[config.mk]
export PLATFORM = sky130hd
export DESIGN_NAME = ccpm_top
export DESIGN_NICKNAME = d
export VERILOG_FILES = /design/src/common/ccpm_pkg.sv /design/src/hw/ccpm_sync.sv /design/src/hw/ccpm_divider.sv /design/src/hw/ccpm_top.sv
export VERILOG_INCLUDE_DIRS = /design/src /design/src/common
export SDC_FILE = /design/constraint.sdc
export NUM_CORES = 1
export LEC_CHECK = 0
export BUFFER_PORTS_ARGS = -buffer_cell sky130_fd_sc_hd__buf_2
export CELL_PAD_IN_SITES_DETAIL_PLACEMENT = 0
export CELL_PAD_IN_SITES_GLOBAL_PLACEMENT = 1
export CORE_MARGIN = 3
export CORE_UTILIZATION = 36
export DETAILED_ROUTE_END_ITERATION = 6
export PLACE_DENSITY = 0.79
export SYNTH_ARGS = -nofsm -noshare
export SYNTH_HDL_FRONTEND = slang
export SYNTH_HIERARCHICAL = 1
export SYNTH_SLANG_ARGS = --single-unit
[constraint.sdc]
create_clock -name clk_i -period 2.2 [get_ports clk_i]
set_input_delay 0.11 -clock clk_i [delete_from_list [all_inputs] [get_ports clk_i]]
set_output_delay 0.11 -clock clk_i [all_outputs]
set_load 0.01 [all_outputs]
[src/common/ccpm_map.svh]
// Register offsets, field positions and reset values of the clock output block.
`ifndef CCPM_MAP_SVH
`define CCPM_MAP_SVH

`define CCPM_OFF_CLK_CFG 8'h00
`define CCPM_OFF_PWR_CTRL 8'h04
`define CCPM_OFF_STATUS 8'h08

`define CCPM_CLK_CFG_RESET 8'h29
`define CCPM_SLOW_DIV_LSB 6
`define CCPM_FAST_DIV_LSB 4
`define CCPM_ACT_SEL_LSB 2
`define CCPM_SLP_SEL_LSB 0

`define CCPM_PWR_CTRL_RESET 8'h00
`define CCPM_MODE_LSB 0
`define CCPM_GPD_BIT 4

`define CCPM_ST_STATE_LSB 0
`define CCPM_ST_FAST_BIT 3
`define CCPM_ST_DOUBLER_BIT 4
`define CCPM_ST_PIN_BIT 5
`define CCPM_ST_SRC_LSB 6

`define CCPM_RESP_OKAY 2'h0
`define CCPM_RESP_DECERR 2'h3

`endif

[src/common/ccpm_pkg.sv]
// Types shared by the clock output and power mode block.
package ccpm_pkg;

  typedef enum logic [1:0] {
    CCPM_MODE_IDLE,
    CCPM_MODE_TX,
    CCPM_MODE_RX,
    CCPM_MODE_SLEEP
  } ccpm_mode_t;

  typedef enum logic [2:0] {
    CCPM_PS_IDLE,
    CCPM_PS_TX,
    CCPM_PS_RX,
    CCPM_PS_SLEEP,
    CCPM_PS_PDOWN
  } ccpm_pstate_t;

  typedef enum logic [1:0] {
    CCPM_SRC_OFF,
    CCPM_SRC_SLOW,
    CCPM_SRC_FAST
  } ccpm_src_t;

  typedef enum logic [1:0] {
    CCPM_SW_RUN,
    CCPM_SW_DRAIN,
    CCPM_SW_ARM
  } ccpm_sw_t;

  typedef struct packed {
    logic s1;
    logic s2;
    logic s3;
    logic level;
    logic rise;
  } ccpm_sync_state_t;

  typedef struct packed {
    logic [7:0] clk_cfg;
    ccpm_mode_t mode;
    logic global_power_down;
    ccpm_pstate_t pstate;
    logic fast_en;
    logic doubler;
    logic tx_en;
    logic rx_en;
    logic aw_held;
    logic [7:0] aw_addr;
    logic w_held;
    logic [7:0] w_data;
    logic w_strb0;
    logic bvalid;
    logic [1:0] bresp;
    logic rvalid;
    logic [31:0] rdata;
    logic [1:0] rresp;
    ccpm_sw_t sw;
    ccpm_src_t cur_src;
    logic pin;
  } ccpm_state_t;

  // Values 0 and 3 both mean off.
  function automatic ccpm_src_t ccpm_decode_src(input logic [1:0] sel);
    ccpm_src_t src;
    case (sel)
      2'h1: src = CCPM_SRC_SLOW;
      2'h2: src = CCPM_SRC_FAST;
      default: src = CCPM_SRC_OFF;
    endcase
    return src;
  endfunction

endpackage

[src/hw/ccpm_sync.sv]
// Three-stage synchroniser with agreement filter for an oscillator input.
`timescale 1ns/1ns
module ccpm_sync
  import ccpm_pkg::*;
(
  input wire logic clk_i,
  input wire logic rst_n_i,
  input wire logic async_i,
  output logic level_o,
  output logic rise_o
);

  ccpm_sync_state_t state_reg;
  ccpm_sync_state_t state_next;

  // The first stage feeds only the second; the filter compares stages two and three.
  always_comb
  begin
    state_next = state_reg;
    state_next.s1 = async_i;
    state_next.s2 = state_reg.s1;
    state_next.s3 = state_reg.s2;
    state_next.rise = 1'b0;
    if (state_reg.s2 == state_reg.s3)
    begin
      state_next.level = state_reg.s3;
      state_next.rise = state_reg.s3 & ~state_reg.level;
    end
  end

  always_ff @(posedge clk_i or negedge rst_n_i)
  begin
    if (!rst_n_i)
      state_reg <= '0;
    else
      state_reg <= state_next;
  end

  assign level_o = state_reg.level;
  assign rise_o = state_reg.rise;

endmodule

[src/hw/ccpm_divider.sv]
// Power-of-two divider of a sampled reference clock.
`timescale 1ns/1ns
module ccpm_divider
  import ccpm_pkg::*;
#(
  parameter int SEL_W = 2
)
(
  input wire logic clk_i,
  input wire logic rst_n_i,
  input wire logic enable_i,
  input wire logic level_i,
  input wire logic rise_i,
  input wire logic [SEL_W-1:0] ratio_i,
  output logic clock_o
);

  localparam int CNT_W = (1 << SEL_W) - 1;

  typedef struct packed {
    logic [CNT_W-1:0] cnt;
    logic out;
  } ccpm_div_state_t;

  ccpm_div_state_t state_reg;
  ccpm_div_state_t state_next;
  logic [CNT_W-1:0] half_m1;

  if (SEL_W < 1 || SEL_W > 3)
  begin : g_check
    $error("ccpm_divider: SEL_W must lie between 1 and 3");
  end

  // Ratio k divides by 2**k; the output toggles every 2**(k-1) rising edges.
  always_comb
  begin
    half_m1 = '0;
    if (ratio_i != '0)
      half_m1 = CNT_W'((CNT_W'(1) << (ratio_i - SEL_W'(1))) - CNT_W'(1));
    state_next = state_reg;
    if (!enable_i)
    begin
      state_next.cnt = '0;
      state_next.out = 1'b0;
    end
    else if (ratio_i == '0)
    begin
      state_next.cnt = '0;
      state_next.out = level_i;
    end
    else if (rise_i)
    begin
      if (state_reg.cnt >= half_m1)
      begin
        state_next.cnt = '0;
        state_next.out = ~state_reg.out;
      end
      else
        state_next.cnt = CNT_W'(state_reg.cnt + 1'b1);
    end
  end

  always_ff @(posedge clk_i or negedge rst_n_i)
  begin
    if (!rst_n_i)
      state_reg <= '0;
    else
      state_reg <= state_next;
  end

  assign clock_o = state_reg.out;

endmodule

[src/hw/ccpm_top.sv]
// Clock source gating, clock output selection and power mode control with AXI4-Lite registers.
//
// The AXI4-Lite interface to the registers and the register offsets were left to the implementer.
`timescale 1ns/1ns
`include "ccpm_map.svh"

// Summary of operation
// The slow divider field in bits 7:6 divides the 32.768 kHz clock by 1, 2, 4 or 8.
// The fast divider field in bits 5:4 divides the 24 MHz clock by 1, 2, 4 or 8.
// Bits 3:2 pick off, slow/M or fast/N for the output in every state but sleep and power down.
// Bits 1:0 pick the output source in the same encoding while sleeping.
// The clock output configuration resets to 8'h29: M=1, N=4, fast/4 awake, slow/1 asleep.
// The fast oscillator runs only in idle, transmit and receive and stops otherwise.
// In receive the fast reference is doubled for the digital processing.
// The slow oscillator always runs while powered and times the real-time clock; its enable here is low until two clocks after resetn_i rises.
// In sleep and power down the output carries the slow clock or a fraction of it.
// Outside sleep and power down the output may carry the fast clock or a fraction of it.
// There are five power modes and the microcontroller selects and changes them.
// Idle powers down the transmit and receive paths but keeps the fast oscillator on.
// Sleep switches off everything except the slow real-time clock.
// Setting global power down enters the power down mode.
// Restoring the supply produces a power-on reset that initialises the logic.
// An external fast reference must be 24 MHz, 1:1 duty cycle, within 40 ppm.
// Select value 3 means off, and source changes never produce runt pulses; sleep or power down entry can cut a fast high phase short.
module ccpm_top
  import ccpm_pkg::*;
#(
  parameter int ADDR_W = 8,
  parameter int DIV_SEL_W = 2
)
(
  input wire logic clk_i,
  input wire logic resetn_i,
  input wire logic [ADDR_W-1:0] s_axi_awaddr_i,
  input wire logic s_axi_awvalid_i,
  output logic s_axi_awready_o,
  input wire logic [31:0] s_axi_wdata_i,
  input wire logic [3:0] s_axi_wstrb_i,
  input wire logic s_axi_wvalid_i,
  output logic s_axi_wready_o,
  output logic [1:0] s_axi_bresp_o,
  output logic s_axi_bvalid_o,
  input wire logic s_axi_bready_i,
  input wire logic [ADDR_W-1:0] s_axi_araddr_i,
  input wire logic s_axi_arvalid_i,
  output logic s_axi_arready_o,
  output logic [31:0] s_axi_rdata_o,
  output logic [1:0] s_axi_rresp_o,
  output logic s_axi_rvalid_o,
  input wire logic s_axi_rready_i,
  input wire logic fast_ref_i,
  input wire logic slow_ref_i,
  output logic fast_osc_enable_o,
  output logic slow_osc_enable_o,
  output logic rx_clock_doubler_o,
  output logic tx_path_enable_o,
  output logic rx_path_enable_o,
  output logic rtc_tick_o,
  output logic [2:0] power_state_o,
  output logic clock_output_pin_o
);

  if (ADDR_W < 8 || DIV_SEL_W != 2)
  begin : g_check
    $error("ccpm_top: ADDR_W must be at least 8 and DIV_SEL_W must be 2");
  end

  localparam logic [1:0] REG_CFG = 2'h0;
  localparam logic [1:0] REG_PWR = 2'h1;
  localparam logic [1:0] REG_STS = 2'h2;
  localparam logic [1:0] REG_NONE = 2'h3;

  // Byte address decode shared by the read and write paths.
  function automatic logic [1:0] reg_sel(input logic [7:0] a);
    logic [7:0] w;
    w = {a[7:2], 2'h0};
    if (w == `CCPM_OFF_CLK_CFG)
      return REG_CFG;
    else if (w == `CCPM_OFF_PWR_CTRL)
      return REG_PWR;
    else if (w == `CCPM_OFF_STATUS)
      return REG_STS;
    else
      return REG_NONE;
  endfunction

  function automatic ccpm_pstate_t power_state(input ccpm_mode_t m, input logic global_power_down);
    ccpm_pstate_t ps;
    if (global_power_down)
      ps = CCPM_PS_PDOWN;
    else
    begin
      unique case (m)
        CCPM_MODE_IDLE: ps = CCPM_PS_IDLE;
        CCPM_MODE_TX: ps = CCPM_PS_TX;
        CCPM_MODE_RX: ps = CCPM_PS_RX;
        CCPM_MODE_SLEEP: ps = CCPM_PS_SLEEP;
      endcase
    end
    return ps;
  endfunction

  logic [1:0] rst_sync_reg;
  logic rst_n;
  ccpm_state_t state_reg;
  ccpm_state_t state_next;

  logic fast_level;
  logic fast_rise;
  logic slow_level;
  logic slow_rise;
  logic fast_div_clk;
  logic slow_div_clk;

  logic aw_fire;
  logic w_fire;
  logic ar_fire;
  logic have_aw;
  logic have_w;
  logic [7:0] wr_addr;
  logic [7:0] wr_data;
  logic wr_strb0;
  logic sleepish;
  logic [1:0] sel_field;
  ccpm_src_t want_src;
  logic cur_level;
  logic want_level;
  logic [31:0] status_word;

  // Power-on reset: the supply detector drives resetn_i, released here in two stages.
  always_ff @(posedge clk_i or negedge resetn_i)
  begin
    if (!resetn_i)
      rst_sync_reg <= 2'h0;
    else
      rst_sync_reg <= {rst_sync_reg[0], 1'b1};
  end

  assign rst_n = rst_sync_reg[1];

  ccpm_sync u_fast_sync (
    .clk_i(clk_i),
    .rst_n_i(rst_n),
    .async_i(fast_ref_i),
    .level_o(fast_level),
    .rise_o(fast_rise)
  );

  ccpm_sync u_slow_sync (
    .clk_i(clk_i),
    .rst_n_i(rst_n),
    .async_i(slow_ref_i),
    .level_o(slow_level),
    .rise_o(slow_rise)
  );

  // The fast divider is held when the oscillator is stopped so that no stale edges leak out.
  ccpm_divider #(
    .SEL_W(DIV_SEL_W)
  ) u_fast_div (
    .clk_i(clk_i),
    .rst_n_i(rst_n),
    .enable_i(state_reg.fast_en),
    .level_i(fast_level),
    .rise_i(fast_rise),
    .ratio_i(state_reg.clk_cfg[`CCPM_FAST_DIV_LSB +: 2]),
    .clock_o(fast_div_clk)
  );

  ccpm_divider #(
    .SEL_W(DIV_SEL_W)
  ) u_slow_div (
    .clk_i(clk_i),
    .rst_n_i(rst_n),
    .enable_i(1'b1),
    .level_i(slow_level),
    .rise_i(slow_rise),
    .ratio_i(state_reg.clk_cfg[`CCPM_SLOW_DIV_LSB +: 2]),
    .clock_o(slow_div_clk)
  );

  assign aw_fire = s_axi_awvalid_i & s_axi_awready_o;
  assign w_fire = s_axi_wvalid_i & s_axi_wready_o;
  assign ar_fire = s_axi_arvalid_i & s_axi_arready_o;

  always_comb
  begin
    state_next = state_reg;

    // Write address and data are taken independently and joined once both are present.
    have_aw = state_reg.aw_held | aw_fire;
    have_w = state_reg.w_held | w_fire;
    wr_addr = state_reg.aw_held ? state_reg.aw_addr : s_axi_awaddr_i[7:0];
    wr_data = state_reg.w_held ? state_reg.w_data : s_axi_wdata_i[7:0];
    wr_strb0 = state_reg.w_held ? state_reg.w_strb0 : s_axi_wstrb_i[0];
    if (aw_fire)
    begin
      state_next.aw_held = 1'b1;
      state_next.aw_addr = s_axi_awaddr_i[7:0];
    end
    if (w_fire)
    begin
      state_next.w_held = 1'b1;
      state_next.w_data = s_axi_wdata_i[7:0];
      state_next.w_strb0 = s_axi_wstrb_i[0];
    end
    if (state_reg.bvalid && s_axi_bready_i)
      state_next.bvalid = 1'b0;
    if (have_aw && have_w && !state_reg.bvalid)
    begin
      state_next.aw_held = 1'b0;
      state_next.w_held = 1'b0;
      state_next.bvalid = 1'b1;
      state_next.bresp = `CCPM_RESP_OKAY;
      unique case (reg_sel(wr_addr))
        REG_CFG:
        begin
          if (wr_strb0)
            state_next.clk_cfg = wr_data;
        end
        REG_PWR:
        begin
          // The microcontroller commands every mode change through this register.
          if (wr_strb0)
          begin
            state_next.mode = ccpm_mode_t'(wr_data[`CCPM_MODE_LSB +: 2]);
            state_next.global_power_down = wr_data[`CCPM_GPD_BIT];
          end
        end
        REG_STS:
          state_next.bresp = `CCPM_RESP_OKAY;
        REG_NONE:
          state_next.bresp = `CCPM_RESP_DECERR;
      endcase
    end

    // Power state and the analogue enables are registered from the next mode, in the same cycle as the mode.
    state_next.pstate = power_state(state_next.mode, state_next.global_power_down);
    state_next.fast_en = (state_next.pstate == CCPM_PS_IDLE) ||
                         (state_next.pstate == CCPM_PS_TX) ||
                         (state_next.pstate == CCPM_PS_RX);
    state_next.doubler = (state_next.pstate == CCPM_PS_RX);
    state_next.tx_en = (state_next.pstate == CCPM_PS_TX);
    state_next.rx_en = (state_next.pstate == CCPM_PS_RX);

    // Source selection for the clock output pin.
    sleepish = (state_reg.pstate == CCPM_PS_SLEEP) || (state_reg.pstate == CCPM_PS_PDOWN);
    if (sleepish)
      sel_field = state_reg.clk_cfg[`CCPM_SLP_SEL_LSB +: 2];
    else
      sel_field = state_reg.clk_cfg[`CCPM_ACT_SEL_LSB +: 2];
    want_src = ccpm_decode_src(sel_field);
    // The fast oscillator is stopped while asleep, so a fast choice falls back to slow/M.
    if (sleepish && want_src == CCPM_SRC_FAST)
      want_src = CCPM_SRC_SLOW;

    unique case (state_reg.cur_src)
      CCPM_SRC_SLOW: cur_level = slow_div_clk;
      CCPM_SRC_FAST: cur_level = fast_div_clk;
      default: cur_level = 1'b0;
    endcase
    unique case (want_src)
      CCPM_SRC_SLOW: want_level = slow_div_clk;
      CCPM_SRC_FAST: want_level = fast_div_clk;
      default: want_level = 1'b0;
    endcase

    // A change waits for the old source to go low, then for the new one to be low,
    // so high phases on the pin are whole unless sleep or power down entry clears the fast divider mid-phase.
    unique case (state_reg.sw)
      CCPM_SW_RUN:
      begin
        state_next.pin = cur_level;
        if (want_src != state_reg.cur_src)
        begin
          state_next.sw = CCPM_SW_DRAIN;
          state_next.pin = cur_level & state_reg.pin;
        end
      end
      CCPM_SW_DRAIN:
      begin
        state_next.pin = cur_level & state_reg.pin;
        if (!state_next.pin)
        begin
          state_next.cur_src = want_src;
          state_next.sw = CCPM_SW_ARM;
        end
      end
      CCPM_SW_ARM:
      begin
        state_next.pin = 1'b0;
        if (state_reg.cur_src != want_src)
          state_next.cur_src = want_src;
        else if (!cur_level)
          state_next.sw = CCPM_SW_RUN;
      end
    endcase

    // Read path.
    status_word = '0;
    status_word[`CCPM_ST_STATE_LSB +: 3] = state_reg.pstate;
    status_word[`CCPM_ST_FAST_BIT] = state_reg.fast_en;
    status_word[`CCPM_ST_DOUBLER_BIT] = state_reg.doubler;
    status_word[`CCPM_ST_PIN_BIT] = state_reg.pin;
    status_word[`CCPM_ST_SRC_LSB +: 2] = state_reg.cur_src;
    if (state_reg.rvalid && s_axi_rready_i)
      state_next.rvalid = 1'b0;
    if (ar_fire)
    begin
      state_next.rvalid = 1'b1;
      state_next.rdata = '0;
      state_next.rresp = `CCPM_RESP_OKAY;
      unique case (reg_sel(s_axi_araddr_i[7:0]))
        REG_CFG: state_next.rdata[7:0] = state_reg.clk_cfg;
        REG_PWR:
        begin
          state_next.rdata[`CCPM_MODE_LSB +: 2] = state_reg.mode;
          state_next.rdata[`CCPM_GPD_BIT] = state_reg.global_power_down;
        end
        REG_STS: state_next.rdata = status_word;
        REG_NONE: state_next.rresp = `CCPM_RESP_DECERR;
      endcase
    end
  end

  always_ff @(posedge clk_i or negedge rst_n)
  begin
    if (!rst_n)
    begin
      state_reg <= '0;
      state_reg.clk_cfg <= `CCPM_CLK_CFG_RESET;
      state_reg.mode <= ccpm_mode_t'(2'(`CCPM_PWR_CTRL_RESET >> `CCPM_MODE_LSB));
      state_reg.pstate <= CCPM_PS_IDLE;
      state_reg.fast_en <= 1'b1;
      state_reg.sw <= CCPM_SW_ARM;
      state_reg.cur_src <= CCPM_SRC_OFF;
    end
    else
      state_reg <= state_next;
  end

  assign s_axi_awready_o = ~state_reg.aw_held & ~state_reg.bvalid;
  assign s_axi_wready_o = ~state_reg.w_held & ~state_reg.bvalid;
  assign s_axi_bvalid_o = state_reg.bvalid;
  assign s_axi_bresp_o = state_reg.bresp;
  assign s_axi_arready_o = ~state_reg.rvalid;
  assign s_axi_rvalid_o = state_reg.rvalid;
  assign s_axi_rdata_o = state_reg.rdata;
  assign s_axi_rresp_o = state_reg.rresp;

  assign fast_osc_enable_o = state_reg.fast_en;
  assign slow_osc_enable_o = rst_sync_reg[1];
  assign rx_clock_doubler_o = state_reg.doubler;
  assign tx_path_enable_o = state_reg.tx_en;
  assign rx_path_enable_o = state_reg.rx_en;
  assign rtc_tick_o = slow_rise;
  assign power_state_o = state_reg.pstate;
  assign clock_output_pin_o = state_reg.pin;

endmodule

==> impl.org, run 1 <==
** Drt
- The first detailed-routing pass took 4 iterations.
- In the final routed layout, each cell accounts on average for 12.90 microns.
- Remaining number of nets flagged by the antenna check after routing :: 0
- Summed over all layers, the routed wires come to 6980 microns.
- Iteration-0 DRC Markers :: 62
- For this run, design rule violations remaining after detail routing come to 0.
- Summing over every cut layer, the via total after detailed routing is 2,540.
- Detailed-route vias per instance :: 4.695

** Critical path
- STA classifies the critical path startpoint as a flip-flop.
- Required time of the worst setup path :: 2470 ps
- STA classifies the critical path endpoint as a flip-flop.
- Largest fanout on the critical path :: 3
- At the worst endpoint, the arrival time is 2650 ps.
- Type of the worst setup path :: reg -> reg

** Synth
- In this run the cell area of the synthesized design comes to 3682 sq um.
- Mean area per synthesized cell :: 11.16 sq um
- Yosys mapped the design onto 53 distinct sky130hd cell types.
- Synth area leader :: dfrtp_1
- Cell count after synthesis :: 330
- For this run, the number of Yosys warnings is 6.
- Counting flops and latches in the post-synthesis netlist gives 70.
- Yosys attributes the largest share of cell area to dfrtp_1, buf_4, mux2_2, ha_1, mux2i_1.
- Area share of the leading cell type in the synthesized netlist :: 0.4417
- Of the synthesized area, sequential elements account for 0.4774.
- Async set or reset register ratio after synthesis :: 1.000
- Synth Flop Type :: dfrtp_1
- Yosys mapped a number of flops with a built-in enable equal to 0.

** Pwr
- Post-route total power :: 4.927 mW
- Leakage power figure :: 2.130 nW
- Power per standard cell area :: 1118 nW/um^2
- Max VDD drop :: 0.7030 mV

** Final layout
- Footprint of the multi-input gates :: 1708 sq um
- Flip-flop count of the largest register, all copies and words added :: 32
- Commonest non-fill, non-tap cell in the layout :: dfrtp_1
- Of the cells placed in the final design, the portion with a size suffix greater than 1 is 0.3725.
- Antenna cells :: 0
- Count of fill cells added during filler insertion :: 934
- Area Growth Syn to Fin :: 19.71%
- Number of nets at the end of the flow :: 478
- Across the whole layout, storage elements account for 1760 sq um.
- Highest-count cells in the layout ignoring fill and taps :: dfrtp_1, buf_2, nand2_1

** Clock tree
- Counting along the longest clock path gives a buffer depth of 2.
- CTS tree :: built
- CTS Sinks :: 70
- CTS clk-pin slew, worst paths :: 70 ps
- Cell at the root of the clock tree :: clkbuf_8
- CTS Buf Count :: 9
- In this run the number of H-tree levels came out at 3.
- The later pin in the worst-skew pair is clocked with a latency of 340 ps.

** STA
- Worst clock skew :: 4.392 ps
- Setup violations remaining at the end of the flow were counted as 4.
- Slew Limit Headroom :: 0.6298
- RSZ-0062 raised after global routing :: yes
- The final count of pins violating max slew is 0.
- Fin worst setup slack :: -180.9 ps
- Final worst path period need :: 2381 ps
- Number of failing hold endpoints at the final stage :: 0
- Dividing the final minimum period by the clock period gives 1.082.
- Timing-limited maximum frequency :: 420.0 MHz
- Slew at the pin closest to its max-slew limit :: 555.3 ps

** Global route
- The number of global-route vias before repair was 2,536.
- Routing usage on met3 :: 0.04455
- Global-route wire length before repair :: 11,700 microns
- Met1 track utilization from global routing :: 0.1696
- Across every metal layer, demand over resource in global routing totals 0.1301.
- Largest net degree at the start of global routing :: 26
- Initial antenna violation count :: 0
- For met2 alone, demand over resource in global routing was 0.2029.
- The global routing stage identified its most utilized layer as met2.
- For this run the aggregate overflow at the end of global routing stands at 0.

** Die
- Area inside the core boundary :: 9864 sq um
- The die covers 11,480 sq um.
- During I/O placement, the number of pins put on the boundary was 112.
- The die is 107.1 microns tall.
- Width of the die :: 107.1 microns
- In this run the core area contains 36 standard-cell rows.
- For this configuration, the core starts out at a cell density of 0.3733.

** Run status
- Result of the run :: complete, but fails checks
- Failing checks :: setup timing

** Place
- Half-perimeter wire length of the detailed placement result :: 5345 microns
- Pre-CTS setup slack :: -153.9 ps
- Gp weighted congestion :: 0.7473
- Buffers on Ports :: 56

** Hold path
- Class of the worst hold path :: in -> reg

** Flow run
- Number of max-cap violations :: 0
## critical path: stages (launching register included)
cell	delay (ps)
dfstp_2	560
xor2_2	200
a211oi_1	80
or4b_4	530
or2_4	250
a221o_2	390
mux2_4	300
## metal layers
| layer | vias to the layer above | wire length (microns) |
|---|---|---|
| met3 | 15 | 396 |
| met5 | - | 0 |
| met4 | 0 | 130 |
| li1 | 1232 | - |
| met1 | 1221 | 3213 |
| met2 | 72 | 3241 |
## logic make-up after synthesis
group | after synthesis | share of synthesized area
compound gates | 57 | 0.1081
simple gates | 79 | 0.1199
other cells | 4 | 0.004076
fa+ha+maj | 16 | 0.05369
flops | 70 | 0.4774
xor+xnor | 2 | 0.004758
mux | 45 | 0.1329
buf+inv | 57 | 0.09922
## Yosys cell counts (all sizes together) (6+ instances only)
cell    instances
ha             14
nor2           10
dfrtp          65
mux2           28
nor2b           7
clkbuf          7
nand2          31
o21ai          28
inv             8
mux2i          17
buf            42
nand2b          6
## repair_timing
action                                  in CTS  in global routing
gates resized for setup                      3                  7
pin swaps                                    1                  1
setup buffers                                2                  2
endpoints found under the setup margin       3                 16
endpoints found under the hold margin        9                  1
hold buffers                                 8                  1
cloned                                       0                  0
## report_power, final
| group | internal (mW) | switching [mW] |
|---|---|---|
| clock | 0.666 | 0.456 |
| sequential | 1.67 | 0.314 |
| combinational | 0.978 | 0.838 |
| total | 3.32 | 1.61 |
## stage by stage
stage	setup TNS, ps	cells	hold WS (ps)	instance area, sq um	utilization
2_1_floorplan	-52.55	355	-185.6	3787	-
3_3_place_gp	-178.2	512	-104.3	4028	0.4083
4_1_cts	-290.3	538	0.3050	4345	0.4405
5_1_grt	-689.4	541	4.226	4408	0.4469
3_5_place_dp	-329.2	512	-101.3	4028	0.4083
6_report	-420.4	541	16.35	4408	0.4469
## cell type report
class / count / share of cell area
clock buffer: 12 / 0.03293
clock inverter: 4 / 0.01590
inverter: 8 / 0.006812
multi-input combinational: 228 / 0.3875
sequential: 70 / 0.3994
tap: 133 / 0.03775
timing repair buffer: 86 / 0.1198
## final timing paths
path | start | to | slack [ps] | cells after the start
setup / recovery | state_reg[72]$_DFFE_PN1P_ | state_reg[4]$_DFFE_PN1P_ | -180 | 6
hold / removal | s_axi_awaddr_i[5] | state_reg[58]$_DFFE_PN0P_ | 20 | 2
setup reg to reg | state_reg[72]$_DFFE_PN1P_ | state_reg[4]$_DFFE_PN1P_ | -180 | 6
hold reg to reg | rst_sync_reg[1]$_DFF_PN0_ | u_slow_div/state_reg[1]$_DFFE_PN0P_ | 260 | 0
max in group asynchronous | rst_sync_reg[1]$_DFF_PN0_ | state_reg[75]$_DFFE_PN1P_ | 1170 | 1
min in group asynchronous | resetn_i | rst_sync_reg[0]$_DFF_PN0_ | 80 | 2
Note: power is estimated with default switching activity, not from simulation.
==> run 2, diff against run 1 <==
Settings changed: BUFFER_PORTS_ARGS -buffer_cell sky130_fd_sc_hd__buf_2 to -buffer_cell sky130_fd_sc_hd__buf_4, SETUP_SLACK_MARGIN set to 0.4.
==> run 2 against run 1 <==
  * The flow still finishes with violations (setup timing)
  * Combinational power is 16% higher
  * Maximum frequency is 2.2% higher
  * Via count is 3.5% higher
  * Critical path type unchanged
  * Largest cell class is now multi-input gates
  * Largest power group is now combinational cells
==> impl.org, run 2 (synthesis gave the netlist of run 1 again) <==
** Global route
- GRT Overall Usage :: 0.1324
- For this run the aggregate overflow at the end of global routing stands at 0.
- The number of global-route vias before repair came to 2,644.
- Largest net degree at the start of global routing :: 40
- The first global-routing pass estimated 12,270 microns of wire.
- Initial antenna violation count :: 0

** Die
- The floorplan has 36 rows.
- The floorplan step defined a core boundary enclosing 9864 sq um.
- In this run the horizontal extent of the chip is 107.1 microns.
- Effective utilization at floorplan :: 0.3733
- 112 I/O pins were placed.
- The die is 107.1 microns tall.
- The die covers 11,480 sq um.

** Run status
- Failing checks :: setup timing
- Result of the run :: complete, but fails checks

** Place
- Buffers on Ports :: 56
- Prior to clock tree synthesis, the placed netlist has a worst setup slack of -116.4 ps.
- In this run the cell area measured after placement is 4168 sq um.
- Placed instance count :: 511
- Routability-driven placement finished with a final weighted congestion of 0.7591.
- The HPWL after detailed placement is 5176 microns.

** Final layout
- In the final layout, the multi-input gates occupy 1842 sq um.
- The register with the most flip-flops in the layout has 32 of them.
- Leaving out fill and tap cells, the most frequent cells in the layout are buf_4, dfrtp_1, nand2_1, conb_1, mux2_2.
- Cell area after layout :: 4820 sq um
- Commonest non-fill, non-tap cell in the layout :: buf_4
- For this run, the post-layout net count is 497.
- The layout has 916 filler cells.
- Once layout is complete, the cells apart from fillers number 560.
- The number of antenna diodes in the final layout is 0.
- Of the cells placed in the final design, the portion with a size suffix greater than 1 is 0.4169.
- Relative to the synthesized area, the layout overhead comes to 30.89%.
- Register area :: 1763 sq um

** Drt
- DRT met1 WL :: 3254 microns
- Vias :: 2,628
- Dividing the detail-routed wire length by the instance count gives 13.24 microns.
- In this run, the number of DRC markers left after iteration 0 of detailed routing was 80.
- The routed design uses 443 microns of met3 wire.
- Signal routing reaches up to met4.
- Pre-antenna DRT Iters :: 4
- Detailed-route vias per instance :: 4.693
- Summed over all layers, the routed wires come to 7412 microns.
- Count of unresolved DRC violations after routing :: 0
- The count of nets left with antenna violations once routing finished came out at 0.
- DR WL met2 :: 3623 microns

** Clock tree
- The root buffer cell chosen for the clock tree is clkbuf_8.
- At the later pin of the worst-skew pair, clock insertion delay measures 340 ps.
- CTS clk-pin slew, worst paths :: 70 ps
- TritonCTS built the clock tree.
- For this design, the sink count on the clock tree is 70.
- Number of H-tree levels :: 3
- Clock tree buffer depth :: 2
- CTS Buf Count :: 9

** Critical path
- The worst setup path is captured at a flip-flop.
- Along the worst path, the maximum fanout reaches 4.
- By startpoint and endpoint, the worst setup path is classified as reg -> reg.
- Category of the worst setup path launch point :: flip-flop
- At the worst endpoint, the required time is 2470 ps.
- For the worst setup path, the data arrival time is 2590 ps.

** Hold path
- The tightest min-delay check is of the in -> reg type.

** Pwr
- Max VDD drop :: 0.6481 mV
- The design draws 5.047 mW.
- For this design the static power due to leakage is 2.273 nW.
- Power per standard cell area :: 1047 nW/um^2

** STA
- Timing-limited maximum frequency :: 429.5 MHz
- The number of hold-slack violations in the final timing report was 0.
- After layout, the worst setup slack is -128.5 ps.
- Final-report max-slew violation count :: 0
- Setup repair after global routing could not meet its margin everywhere.
- In the finished design, the share of the clock period the worst path needs comes to 1.058.
- Final worst path period need :: 2329 ps
- Setup violations remaining at the end of the flow were counted as 3.
- Slew Limit Headroom :: 0.6536
- Hold is met by 40.12 ps.
- At the pin with the least slew margin, the transition time is 514.8 ps.
- Worst clock skew :: 9.574 ps

** Flow run
- Number of max-cap violations :: 0
==> run 2: metrics by stage <==
step / util / setup TNS (ps)
finish: 0.4886 / -230.4
global route: 0.4886 / -596.1
CTS: 0.4696 / -212.6
detailed placement: 0.4225 / -207.8
global placement: 0.4225 / -184.8
floorplan: - / -52.55
==> run 2: cell type report <==
class,instances,area share
multi-input combinational,228,0.3821
sequential,70,0.3658
timing repair buffer,105,0.1750
tap,133,0.03453
clock buffer,10,0.02856
clock inverter,6,0.007788
inverter,8,0.006231
==> run 2: worst paths after layout <==
check	cells past startpoint	slack (ps)	from	endpoint
max	6	-130	power_state_o[0]$_DFF_PN0_	state_reg[4]$_DFFE_PN1P_
min	2	40	s_axi_wdata_i[2]	state_reg[46]$_DFFE_PN0P_
max reg2reg	6	-130	power_state_o[0]$_DFF_PN0_	state_reg[4]$_DFFE_PN1P_
min reg2reg	1	310	rst_sync_reg[1]$_DFF_PN0_	s_axi_bvalid_o$_DFFE_PN0P_
max in group asynchronous	1	1460	rst_sync_reg[1]$_DFF_PN0_	state_reg[4]$_DFFE_PN1P_
min in group asynchronous	2	80	resetn_i	rst_sync_reg[1]$_DFF_PN0_
==> run 2: metal layers <==
metal	up-vias	GRT usage
met5	-	0
met4	0	0.03379
met3	13	0.04275
met2	76	0.2203
met1	1274	0.1662
li1	1265	-
==> run 2: power breakdown <==
part	switching (mW)	internal (mW)	total, mW	leakage [nW]
registers	0.342	1.68	2.02	0.876
clock network	0.481	0.433	0.914	0.0841
logic	0.908	1.20	2.11	1.31
==> run 2: worst max-delay path: stages, from the launching register on <==
cell and delay, ps:
dfrtp_1 430, and3b_2 260, o2111ai_2 160, or4b_4 480, or2_4 250, a221o_2 390, mux2_4 300
==> run 2: what timing repair did <==
item | in CTS | in global routing
endpoints found under the setup margin | 23 | 35
hold endpoints to repair | 17 | 3
hold buffers | 16 | 3
resized for setup | 14 | 25
pin swaps | 2 | 7
setup buffers | 8 | 6
==> run 3, diff against run 2 <==
Settings changed: RECOVER_POWER set to 100.
==> run 3 against run 2 <==
  * The run ends with capacitance limit, slew limit, setup timing left
  * Clock-buffer cell count is the same
  * Global-route usage is the same
  * Flip-flop and latch count is the same
  * Critical path type unchanged
==> impl.org, run 3 (synthesis gave the netlist of run 1 again) <==
** Pwr
- Logic gate share of total power :: 0.413
- Power per standard cell area :: 1055 nW/um^2
- For this design the total switching power over the nets is 1.728 mW.
- P_int :: 3.257 mW
- Of the total power, the share spent switching nets is 0.3466.
- Proportion of power drawn by the clock network :: 0.183
- VDD sags by at most 0.6471 mV.
- Summed over all cells, the static leakage comes to 2.175 nW.
- The share of total power dissipated in sequential elements is 0.404.

** Critical path
- Together, buffers and inverters on the worst path number 0.
- The slowest stage of the critical path is the dfstp_2 cell.
- Largest incremental delay on the critical path :: 560 ps
- Category of the worst setup path launch point :: flip-flop
- Data on the critical path arrives at its endpoint at 2590 ps.
- The setup path with the least slack is of type reg -> reg.
- Element type at the critical path end :: flip-flop
- Required time of the worst setup path :: 2470 ps
- Ordered cell list for the critical path :: xor2_2, a211oi_1, or4b_4, or2_4, a221o_2, mux2_4
- Broken down by cell family, the worst path's largest delay share belongs to simple AND/OR/NAND/NOR gates.
- Of all nets on the critical path, the largest fanout is 3.

** Drt
- After detailed routing, the total wire length is 7433 microns.
- Average wire per standard cell :: 13.27 microns
- Vias :: 2,631
- Iteration-0 DRC Markers :: 71
- Using the TritonRoute via totals, the vias-per-cell ratio works out to 4.698.
- For this run, the detailed router's first-pass iteration total came to 4.
- Count of unresolved DRC violations after routing :: 0
- Remaining number of nets flagged by the antenna check after routing :: 0

** Final layout
- Area Growth Syn to Fin :: 28.27%
- Antenna cells :: 0
- Number of standard cells in the final layout excluding fillers :: 560
- After the last flow step, the layout net total stands at 497.
- Commonest non-fill, non-tap cell in the layout :: dfrtp_1
- In the final layout, the share of cells above drive strength 1 is 0.3513.
- Highest-count cells in the layout ignoring fill and taps :: dfrtp_1, buf_4, nand2_1, conb_1, clkbuf_1
- Flip-flop count of the largest register, all copies and words added :: 32

** Global route
- Gr ovfl total :: 0
- Largest net degree at the start of global routing :: 40
- The first global-routing pass estimated 12,270 microns of wire.
- GRT Overall Usage :: 0.1324
- Via count of the first global-routing pass :: 2,644
- The number of antenna violations at the first check in global routing was 0.

** Clock tree
- The later pin in the worst-skew pair is clocked with a latency of 340 ps.
- The number of clock buffers added by TritonCTS is 9.
- CTS Sinks :: 70
- Number of H-tree levels :: 3
- Cell at the root of the clock tree :: clkbuf_8
- In this run the deepest clock path goes through 2 buffers.
- Clock-pin slew was measured on the worst setup and hold paths at 70 ps.
- CTS tree :: built

** Die
- The floorplan step defined a die boundary enclosing 11,480 sq um.
- Effective utilization at floorplan :: 0.3733
- 112 I/O pins were placed.
- Width of the die :: 107.1 microns
- Area inside the core boundary :: 9864 sq um
- Height of the chip :: 107.1 microns
- Floorplan row count :: 36

** STA
- Final-report max-slew violation count :: 30
- Final worst path period need :: 2328 ps
- Between clock sinks in the finished design, the worst skew comes to 9.577 ps.
- The number of hold-slack violations in the final timing report is 0.
- Setup repair after global routing could not meet its margin everywhere.
- Headroom to the max-slew limit came out at -0.04512.
- After routing, the total negative slack on setup checks comes to -228.8 ps.
- Setup violations remaining at the end of the flow were counted as 2.
- In the post-route analysis, the smallest setup slack over all paths is -128.0 ps.
- Timing would allow up to 429.6 MHz.
- Hold is met by 40.09 ps.
- Part of the cycle the worst path needs :: 1.058
- Slew at the pin closest to its max-slew limit :: 1568 ps

** Run status
- The final reports fail on capacitance limit, slew limit, setup timing.
- Result of the run :: complete, but fails checks

** Place
- Half-perimeter wire length of the detailed placement result :: 5176 microns
- Placed instance count :: 511
- Gp weighted congestion :: 0.7591
- In this run the tool buffered the top-level ports with 56 buffer cells.

** Hold path
- Class of the worst hold path :: in -> reg

** Flow run
- Max-cap violations in this run came to 1.
==> run 3: changes by cell type in the layout (fill, tap and decap cells not counted) <==
| cell | before | now |
|---|---|---|
| dfrtp_2 | 4 | 3 |
| buf_4 | 84 | 57 |
| dfstp_1 | 0 | 1 |
| maj3_1 | 0 | 2 |
| maj3_2 | 2 | 0 |
| dfrtp_1 | 61 | 62 |
| clkbuf_1 | 0 | 24 |
| clkbuf_4 | 0 | 2 |
| dfstp_2 | 5 | 4 |
| clkbuf_2 | 0 | 1 |
==> run 3: final timing paths <==
check / from / to / slack, ps / cells after the start
min reg2reg: u_fast_sync/state_next[3]$_DFF_PN0_ / u_fast_sync/state_next[2]$_DFF_PN0_ / 350 / 0
min in group asynchronous: resetn_i / rst_sync_reg[0]$_DFF_PN0_ / 70 / 2
max in group asynchronous: rst_sync_reg[1]$_DFF_PN0_ / state_reg[61]$_DFFE_PN0P_ / 420 / 1
max: state_reg[72]$_DFFE_PN1P_ / state_reg[4]$_DFFE_PN1P_ / -130 / 6
max reg2reg: state_reg[72]$_DFFE_PN1P_ / state_reg[4]$_DFFE_PN1P_ / -130 / 6
min: s_axi_wdata_i[2] / state_reg[46]$_DFFE_PN0P_ / 40 / 2
==> run 3: layout make-up <==
type | instances | area [sq um]
inverters | 8 | 30.03
repair buffers | 105 | 750.7
clock inverters | 6 | 37.54
clock buffers | 10 | 137.6
multi-input cells | 228 | 1839
well taps | 133 | 166.4
flip-flops and latches | 70 | 1762
fillers | 938 | 5141
==> run 3: timing repair <==
| action | CTS | global route |
|---|---|---|
| buffers inserted | 8 | 6 |
| resized for setup | 14 | 25 |
| hold buffers | 16 | 3 |
| endpoints found under the setup margin | 23 | 35 |
| pin swaps | 2 | 7 |
| hold endpoints to repair | 17 | 3 |
==> run 3: metrics by stage <==
step	util	power, mW	area, sq um	setup slack, ps
2_1_floorplan	-	3.242	3799	-36.58
3_3_place_gp	0.4225	3.689	4168	-101.4
3_5_place_dp	0.4225	3.749	4168	-116.4
4_1_cts	0.4696	4.861	4632	-118.8
5_1_grt	0.4788	5.343	4723	-222.2
6_report	0.4788	4.984	4723	-128.0
==> run 3: power by group through the flow <==
stage,combinational [mW],clock [mW],sequential [mW]
6_report,2.06,0.914,2.01
5_1_grt,2.26,1.01,2.07
4_1_cts,1.92,0.955,1.99
3_5_place_dp,1.74,0,2.01
3_3_place_gp,1.70,0,1.99
2_1_floorplan,1.29,0,1.95
==> run 3: routing by layer <==
metal | vias to the layer above | part of all wire | routed length, microns | track usage
met1 | 1277 | 0.44 | 3271 | 0.1662
met5 | - | 0 | 0 | 0
met3 | 13 | 0.060 | 444 | 0.04275
met2 | 76 | 0.49 | 3627 | 0.2203
li1 | 1265 | - | - | -
met4 | 0 | 0.012 | 90 | 0.03379
